==> src/rtl/utdesc_map.vh <==
/*
  control word field positions, status bits and register offsets
  for the descriptor error and speed control block.
  assumes inclusion by bare name from rtl design files.
*/
`ifndef UTDESC_MAP_VH
`define UTDESC_MAP_VH

// control-and-status word fields
`define UTD_RSV_HI 31
`define UTD_RSV_LO 30
`define UTD_SPD_BIT 29
`define UTD_CNT_HI 28
`define UTD_CNT_LO 27
`define UTD_SLOW_BIT 26
`define UTD_ACT_BIT 23
`define UTD_STALL_BIT 22
`define UTD_DBE_BIT 21
`define UTD_BAB_BIT 20
`define UTD_NAK_BIT 19
`define UTD_CRC_BIT 18
`define UTD_BSTF_BIT 17

// register byte offsets
`define UTD_OFF_CTRL 8'h00
`define UTD_OFF_WORD_IN 8'h04
`define UTD_OFF_RESULT 8'h08
`define UTD_OFF_WORD_OUT 8'h0C
`define UTD_OFF_STATUS 8'h10

// control register bits
`define UTD_CTL_CRCTO_EN 0
`define UTD_CTL_IE 1

// status register bits
`define UTD_ST_FRAME_INT 0
`define UTD_ST_IRQ 1
`define UTD_ST_SHORT 2
`define UTD_ST_QH_HOLD 3
`define UTD_ST_PREAMBLE 4
`define UTD_ST_SLOW 5
`define UTD_ST_BUSY 6

// result register bits
`define UTD_RES_DONE 0
`define UTD_RES_IN 1
`define UTD_RES_QUEUED 2
`define UTD_RES_SHORT 3
`define UTD_RES_CRC 4
`define UTD_RES_TMO 5
`define UTD_RES_DBE 6
`define UTD_RES_BSTF 7
`define UTD_RES_NAK 8
`define UTD_RES_STALL 9
`define UTD_RES_BAB 10
`define UTD_RES_PORT_SLOW 11
`define UTD_RES_FRAME_END 12

`define UTD_RESP_OKAY 2'h0
`define UTD_RESP_SLVERR 2'h2

`endif

==> src/rtl/utdesc_ctrl.v <==
/*
  descriptor control word interpreter: short packet, error down counter,
  stall and interrupt outcome, low speed preamble choice; axi4-lite slave.
  assumes the schedule engine hands each transaction outcome through the
  result register, and reads the updated word back afterwards.
*/
// The address map and register access over AXI4-Lite were decided locally.
`timescale 1ns/1ns
`default_nettype none
`include "utdesc_map.vh"

// Functional notes
// - short input in queue: inactive, hold head, flag
// - short packet interrupt only enabled, at frame end
// - any error suppresses short packet report
// - counting error decrements nonzero count, written back
// - one to zero: inactive, stalled, error bit
// - interrupt on zero by buffer/stuff, optionally crc/timeout
// - count zero means unlimited retries
// - crc, timeout, buffer, stuff count; nak does not
// - babble or stall deactivates, count unchanged
// - slow bit selects low speed target
// - low speed on full speed port: preamble
// - low speed on low speed port: no preamble
// - active cleared on completion or stall
module utdesc_ctrl (
  // clock and reset
  input wire aclk,
  input wire aresetn,
  // axi4-lite write address
  input wire [7:0] s_axi_awaddr,
  input wire s_axi_awvalid,
  output wire s_axi_awready,
  // axi4-lite write data
  input wire [31:0] s_axi_wdata,
  input wire [3:0] s_axi_wstrb,
  input wire s_axi_wvalid,
  output wire s_axi_wready,
  // axi4-lite write response
  output reg [1:0] s_axi_bresp,
  output reg s_axi_bvalid,
  input wire s_axi_bready,
  // axi4-lite read address
  input wire [7:0] s_axi_araddr,
  input wire s_axi_arvalid,
  output wire s_axi_arready,
  // axi4-lite read data
  output reg [31:0] s_axi_rdata,
  output reg [1:0] s_axi_rresp,
  output reg s_axi_rvalid,
  input wire s_axi_rready,
  // port signalling
  output reg preamble_send,
  output reg slow_device_select,
  output reg frame_interrupt_flag,
  output reg irq
);

  reg [31:0] word_in_reg;
  reg [31:0] word_out_reg;
  reg [12:0] result_reg;
  reg [1:0] ctrl_reg;
  reg [6:0] status_reg;
  reg aw_hold_reg;
  reg [7:0] aw_addr_reg;
  reg w_hold_reg;
  reg [31:0] w_data_reg;
  reg [3:0] w_strb_reg;
  reg busy_reg;

  // merge write strobes into an old word
  function [31:0] strb_merge;
    input [31:0] old_v;
    input [31:0] new_v;
    input [3:0] strb;
    integer i;
    begin
      strb_merge = old_v;
      for (i = 0; i < 4; i = i + 1)
        if (strb[i])
          strb_merge[i*8 +: 8] = new_v[i*8 +: 8];
    end
  endfunction

  // is the offset mapped
  function mapped;
    input [7:0] a;
    begin
      mapped = (a == `UTD_OFF_CTRL) || (a == `UTD_OFF_WORD_IN) || (a == `UTD_OFF_RESULT) ||
        (a == `UTD_OFF_WORD_OUT) || (a == `UTD_OFF_STATUS);
    end
  endfunction

  assign s_axi_awready = !aw_hold_reg && !s_axi_bvalid;
  assign s_axi_wready = !w_hold_reg && !s_axi_bvalid;
  assign s_axi_arready = !s_axi_rvalid;

  wire aw_ok = aw_hold_reg || (s_axi_awvalid && s_axi_awready);
  wire w_ok = w_hold_reg || (s_axi_wvalid && s_axi_wready);
  wire [7:0] wa = aw_hold_reg ? aw_addr_reg : s_axi_awaddr;
  wire [31:0] wd = w_hold_reg ? w_data_reg : s_axi_wdata;
  wire [3:0] ws = w_hold_reg ? w_strb_reg : s_axi_wstrb;
  wire wr_go = aw_ok && w_ok && !s_axi_bvalid;
  wire [31:0] res_new = strb_merge({19'h00000, result_reg}, wd, ws);
  wire res_go = wr_go && (wa == `UTD_OFF_RESULT) && res_new[`UTD_RES_DONE];
  wire st_clr = wr_go && (wa == `UTD_OFF_STATUS);

  // outcome evaluation of one transaction
  wire [31:0] w = word_in_reg;
  wire [1:0] cnt = w[`UTD_CNT_HI:`UTD_CNT_LO];
  wire e_crc = res_new[`UTD_RES_CRC];
  wire e_tmo = res_new[`UTD_RES_TMO];
  wire e_dbe = res_new[`UTD_RES_DBE];
  wire e_bstf = res_new[`UTD_RES_BSTF];
  wire e_stall = res_new[`UTD_RES_STALL];
  wire e_bab = res_new[`UTD_RES_BAB];
  wire e_nak = res_new[`UTD_RES_NAK];
  wire e_cnt = e_crc | e_tmo | e_dbe | e_bstf;
  wire e_fatal = e_stall | e_bab;
  wire e_any = e_cnt | e_fatal;
  wire short_hit = w[`UTD_SPD_BIT] && res_new[`UTD_RES_IN] && res_new[`UTD_RES_QUEUED] &&
    res_new[`UTD_RES_SHORT] && !e_any && !e_nak;
  wire do_dec = e_cnt && !e_fatal && (cnt != 2'h0);
  wire [1:0] cnt_dec = cnt - 2'h1;
  wire to_zero = do_dec && (cnt == 2'h1);
  wire zero_irq = to_zero && (e_dbe || e_bstf || ((e_crc || e_tmo) && ctrl_reg[`UTD_CTL_CRCTO_EN]));
  wire ok_done = !e_any && !e_nak;

  reg [31:0] upd;
  always @*
  begin
    upd = w;
    upd[`UTD_RSV_HI:`UTD_RSV_LO] = 2'h0;
    if (do_dec)
      upd[`UTD_CNT_HI:`UTD_CNT_LO] = cnt_dec;
    if (e_crc)
      upd[`UTD_CRC_BIT] = 1'b1;
    if (e_tmo)
      upd[`UTD_CRC_BIT] = 1'b1;
    if (e_dbe)
      upd[`UTD_DBE_BIT] = 1'b1;
    if (e_bstf)
      upd[`UTD_BSTF_BIT] = 1'b1;
    if (e_nak)
      upd[`UTD_NAK_BIT] = 1'b1;
    if (e_bab)
      upd[`UTD_BAB_BIT] = 1'b1;
    if (e_fatal || to_zero)
    begin
      upd[`UTD_STALL_BIT] = 1'b1;
      upd[`UTD_ACT_BIT] = 1'b0;
    end
    if (ok_done || short_hit)
      upd[`UTD_ACT_BIT] = 1'b0;
  end

  // pending interrupt causes, delivered at frame end
  reg pend_reg;
  wire frame_end = res_go && res_new[`UTD_RES_FRAME_END];
  wire cause_hit = res_go && (short_hit || zero_irq);
  wire pend_set = cause_hit || pend_reg;
  wire [31:0] ctrl_new = strb_merge({30'h00000000, ctrl_reg}, wd, ws);
  wire port_slow_now = result_reg[`UTD_RES_PORT_SLOW];

  // write channels: hold whichever of address and data came first
  always @(posedge aclk)
  begin
    if (!aresetn)
    begin
      aw_hold_reg <= 1'b0;
      aw_addr_reg <= 8'h00;
      w_hold_reg <= 1'b0;
      w_data_reg <= 32'h00000000;
      w_strb_reg <= 4'h0;
      s_axi_bvalid <= 1'b0;
      s_axi_bresp <= `UTD_RESP_OKAY;
    end
    else
    begin
      if (s_axi_awvalid && s_axi_awready && !wr_go)
      begin
        aw_hold_reg <= 1'b1;
        aw_addr_reg <= s_axi_awaddr;
      end
      if (s_axi_wvalid && s_axi_wready && !wr_go)
      begin
        w_hold_reg <= 1'b1;
        w_data_reg <= s_axi_wdata;
        w_strb_reg <= s_axi_wstrb;
      end
      if (s_axi_bvalid && s_axi_bready)
        s_axi_bvalid <= 1'b0;
      if (wr_go)
      begin
        aw_hold_reg <= 1'b0;
        w_hold_reg <= 1'b0;
        s_axi_bvalid <= 1'b1;
        s_axi_bresp <= mapped(wa) ? `UTD_RESP_OKAY : `UTD_RESP_SLVERR;
      end
    end
  end

  // software written registers and outcome write back
  always @(posedge aclk)
  begin
    if (!aresetn)
    begin
      word_in_reg <= 32'h00000000;
      word_out_reg <= 32'h00000000;
      result_reg <= 13'h0000;
      ctrl_reg <= 2'h0;
    end
    else
    begin
      if (wr_go && (wa == `UTD_OFF_CTRL))
        ctrl_reg <= ctrl_new[1:0];
      if (wr_go && (wa == `UTD_OFF_WORD_IN))
        word_in_reg <= strb_merge(word_in_reg, wd, ws);
      if (wr_go && (wa == `UTD_OFF_RESULT))
        result_reg <= {res_new[12:1], 1'b0};
      if (res_go)
        word_out_reg <= upd;
    end
  end

  // speed select and preamble from loaded word and stored port state
  always @(posedge aclk)
  begin
    if (!aresetn)
    begin
      preamble_send <= 1'b0;
      slow_device_select <= 1'b0;
      busy_reg <= 1'b0;
    end
    else
    begin
      slow_device_select <= w[`UTD_SLOW_BIT];
      preamble_send <= w[`UTD_SLOW_BIT] && !port_slow_now && w[`UTD_ACT_BIT];
      busy_reg <= w[`UTD_ACT_BIT];
    end
  end

  // status flags, pending cause and interrupt outputs
  always @(posedge aclk)
  begin
    if (!aresetn)
    begin
      status_reg <= 7'h00;
      pend_reg <= 1'b0;
      frame_interrupt_flag <= 1'b0;
      irq <= 1'b0;
    end
    else
    begin
      // hardware set wins over write-one-to-clear
      if (st_clr)
        status_reg <= status_reg & ~wd[6:0];
      if (res_go)
      begin
        status_reg[`UTD_ST_SHORT] <= short_hit;
        status_reg[`UTD_ST_QH_HOLD] <= short_hit;
      end
      status_reg[`UTD_ST_PREAMBLE] <= preamble_send;
      status_reg[`UTD_ST_SLOW] <= slow_device_select;
      status_reg[`UTD_ST_BUSY] <= busy_reg;
      if (frame_end)
      begin
        pend_reg <= 1'b0;
        if (pend_set)
        begin
          status_reg[`UTD_ST_FRAME_INT] <= 1'b1;
          if (ctrl_reg[`UTD_CTL_IE])
            status_reg[`UTD_ST_IRQ] <= 1'b1;
        end
      end
      else if (cause_hit)
        pend_reg <= 1'b1;
      frame_interrupt_flag <= status_reg[`UTD_ST_FRAME_INT];
      irq <= status_reg[`UTD_ST_IRQ];
    end
  end

  // read channel
  always @(posedge aclk)
  begin
    if (!aresetn)
    begin
      s_axi_rvalid <= 1'b0;
      s_axi_rresp <= `UTD_RESP_OKAY;
      s_axi_rdata <= 32'h00000000;
    end
    else
    begin
      if (s_axi_rvalid && s_axi_rready)
        s_axi_rvalid <= 1'b0;
      if (s_axi_arvalid && s_axi_arready)
      begin
        s_axi_rvalid <= 1'b1;
        s_axi_rresp <= mapped(s_axi_araddr) ? `UTD_RESP_OKAY : `UTD_RESP_SLVERR;
        case (s_axi_araddr)
          `UTD_OFF_CTRL: s_axi_rdata <= {30'h00000000, ctrl_reg};
          `UTD_OFF_WORD_IN: s_axi_rdata <= word_in_reg;
          `UTD_OFF_RESULT: s_axi_rdata <= {19'h00000, result_reg};
          `UTD_OFF_WORD_OUT: s_axi_rdata <= word_out_reg;
          `UTD_OFF_STATUS: s_axi_rdata <= {25'h0000000, status_reg};
          default: s_axi_rdata <= 32'h00000000;
        endcase
      end
    end
  end

endmodule
`default_nettype wire

==> config.mk <==
export PLATFORM = sky130hd
export DESIGN_NAME = utdesc_ctrl
export DESIGN_NICKNAME = d
export VERILOG_FILES = /design/src/rtl/utdesc_ctrl.v
export VERILOG_INCLUDE_DIRS = /design/src /design/src/rtl
export SDC_FILE = /design/constraint.sdc
export NUM_CORES = 1
export LEC_CHECK = 0
export BUFFER_PORTS_ARGS = -buffer_cell sky130_fd_sc_hd__buf_2
export CORE_MARGIN = 2
export CORE_UTILIZATION = 35
export DETAILED_ROUTE_END_ITERATION = 7
export GPL_TIMING_DRIVEN = 1
export MAX_ROUTING_LAYER = met4
export PLACE_DENSITY_LB_ADDON = 0.2
export SYNTH_ARGS = -nofsm -noshare
export SYNTH_HDL_FRONTEND = slang
export SYNTH_SLANG_ARGS = --single-unit
==> constraint.sdc <==
create_clock -name aclk -period 3.9 [get_ports aclk]
set_clock_uncertainty 0.15 [all_clocks]
set_input_delay 0.78 -clock aclk [delete_from_list [all_inputs] [get_ports aclk]]
set_output_delay 0.78 -clock aclk [all_outputs]
set_load 0.02 [all_outputs]
==> impl_metrics.yaml <==
clock_network:
  cts_tree: "yes"
  cts_buffers: 17
  clockBufferDepth: 2
  clk_pin_slew_ps: 70
  cts_setup_buffers: 0
  hold_buffers: 0
  insertion_delay_ps: 440
  cts_root_buf: "clkbuf_16"
  h-tree-depth: 4
  postCtsResizedCells: 0
  clkSinkCount: 171
place:
  placed_cell_area_mm2: 0.00847
  dp_slack_ps: 546
  dp_cells: 1208
  port_buffers: 101
  dp_hpwl_um: 14800
  place_congestion: 0.794
yosys:
  synthCells: 858
  yosysSeqAreaShare: 0.448
  ys_warn_count: 0
  synth_edf_count: 0
  postSynthAreaPerCell_um2: 8.90
  ys.flop_type: "dfxtp_1"
  netlist_area_mm2: 0.00764
  ys_top_cells_by_area: "dfxtp_1 45%, nand2_1 9.2%, mux2i_1 7.5%"
  synth_top_area_frac: 0.448
  synth_area_leader_cell: "dfxtp_1"
  synth-async-reset-ratio: 0
  synth-seq-cells: 171
  yosysUniqueCellTypes: 51
drt:
  topRoutingLayerUsed: "met4"
  drt-vias-per-instance: 5.05
  met1_length_um: 11000
  dr.pass1.iters: 8
  wl_met3_um: 839
  drc: 0
  wl_per_cell_um: 16.5
  vias: 6265
  routed_wl_um: 20400
  first_iter_violations: 483
  ant_nets: 0
  met2_length_um: 8390
global_routing:
  grt_max_degree: 56
  grt_pass1_vias: 5733
  grt_overflow: 0
  track_usage: 0.188
  grt_pass1_wl_um: 32400
  antenna_found_initial: 0
setup_path:
  crit_chain: "or3b_1 > a2111oi_4 > nand4_1 > or4_1 > o211a_1"
  crit_type: "flip-flop to flip-flop"
  start_kind: "flip-flop"
  slowest_stage: "dfxtp_1"
  cp.required_ps: 4080
  worst-path-buf-inv: 0
  crit_path_end_kind: "flip-flop"
  arrival_ps: 3280
  cp_max_fo: 16
  critPathMaxStageDelay_ps: 660
  cp.depth: 5
  critPathTopFamily: "simple AND/OR/NAND/NOR gates"
  ff2ff_path_depth: 5
timing:
  finalHoldViolCount: 0
  slew_viol_final: 0
  fin_worst_hold_slack_ps: 291
  min_period_ps: 3090
  fmaxAchievable_mhz: 323
  maxSlewHeadroom: 0.462
  grt_setup_unrepaired: "false"
  tightest_slew_ps: 805
  finalSetupTns_ps: 0
  min_period_over_period: 0.793
  setup_viol: 0
  fin_ws_ps: 808
finish:
  syn2layout_area_growth_pct: 18.4
  finalNetCount: 1008
  fin_area_mm2: 0.00904
  n_antenna_cell: 0
  utilization: 0.418
  stdcell_count: 1240
  drive_above_1_share: 0.180
power:
  ir_worst_vdd_mv: 0.259
  power_density_mw_per_mm2: 417
  static-leakage-power_nw: 3.79
  power_mw: 3.77
die:
  coreArea_mm2: 0.0216
  die-height_um: 152
  rows: 54
  die_area_mm2: 0.0230
  die_w_um: 152
  start_util: 0.353
  ioPinCount: 104
worst_hold_path:
  holdPathStages: 1
  hold_path.class: "flip-flop to flip-flop"
job:
  maxCapViolations: 0
status:
  outcome: "completed"
## final cells by class
| type | count | area, um^2 |
|---|---|---|
| Timing Repair Buffer | 131 | 733 |
| Clock buffer | 19 | 443 |
| Multi-Input combinational cell | 617 | 3930 |
| Tap cell | 280 | 350 |
| Fill cell | 2224 | 12600 |
| Clock inverter | 13 | 128 |
| Inverter | 9 | 33.8 |
| Sequential cell | 171 | 3420 |
## final timing paths
check                            startpoint  slack (ps)          endpoint
worst max-delay path            aw_hold_reg         810  word_out_reg[18]
worst min-delay path               busy_reg         290     status_reg[6]
worst max register to register  aw_hold_reg         810  word_out_reg[18]
worst min register to register     busy_reg         290     status_reg[6]
## cells in the mapped netlist, types with 2 or more instances
cell type	instances
buf_2	10
a21boi_0	65
mux2i_1	57
or4b_1	2
and3_1	11
a21oi_1	11
mux2_2	6
nor3b_1	3
or3_1	4
a22oi_1	28
nand3b_1	3
nor4b_1	3
dfxtp_1	171
and2_1	26
a221o_1	10
and4_1	4
buf_4	3
nand2b_1	3
a221oi_1	7
o21a_1	4
buf_1	3
nand2_1	188
inv_1	9
clkbuf_1	46
o21ai_0	38
o32ai_1	2
nand4_1	5
ha_1	2
nor3_1	12
nand3_1	8
or4_1	2
nor2_1	23
nor2b_1	33
o211a_1	39
## worst register-to-register path, cell delays in order (launching register included)
cell and delay [ps]:
dfxtp_1 660, or3b_1 450, a2111oi_4 450, nand4_1 500
or4_1 650, o211a_1 130
## power breakdown
group / switching (mW) / internal, mW / total, mW / leakage (nW)
clock: 0.775 / 0.859 / 1.63 / 0.275
sequential: 0.0276 / 1.78 / 1.80 / 1.38
combinational: 0.202 / 0.130 / 0.333 / 2.13
## cell usage in the layout, fill, tap and decap left out, types with 23 or more instances in the layout
cell type / instances
and2_1: 26
buf_2: 100
o21ai_0: 38
nor2b_1: 33
nor2_1: 23
nand2_1: 188
a22oi_1: 28
dfxtp_1: 170
mux2i_1: 57
a21boi_0: 65
o211a_1: 39
buf_4: 31
## kinds of logic (layout without fill, tap and decap cells)
kind of cell | count (synthesis) | after routing | share of synthesized area
and+or+nand+nor | 336 | 336 | 0.210
AOI/OAI and AO/OA | 212 | 212 | 0.213
DFF | 171 | 171 | 0.448
buffers and inverters | 71 | 172 | 0.0380
muxes | 64 | 64 | 0.0850
adders and majority gates | 2 | 2 | 0.00328
other | 1 | 2 | 0.000491
xor gates and xnor gates | 1 | 1 | 0.00115
## per-layer routing
metal	global-route usage	vias to the layer above
met1	0.280	2942
met4	0.0403	0
met5	-	-
met2	0.264	113
li1	-	3195
met3	0.0353	15
Note: power is estimated with default switching activity, not from simulation.
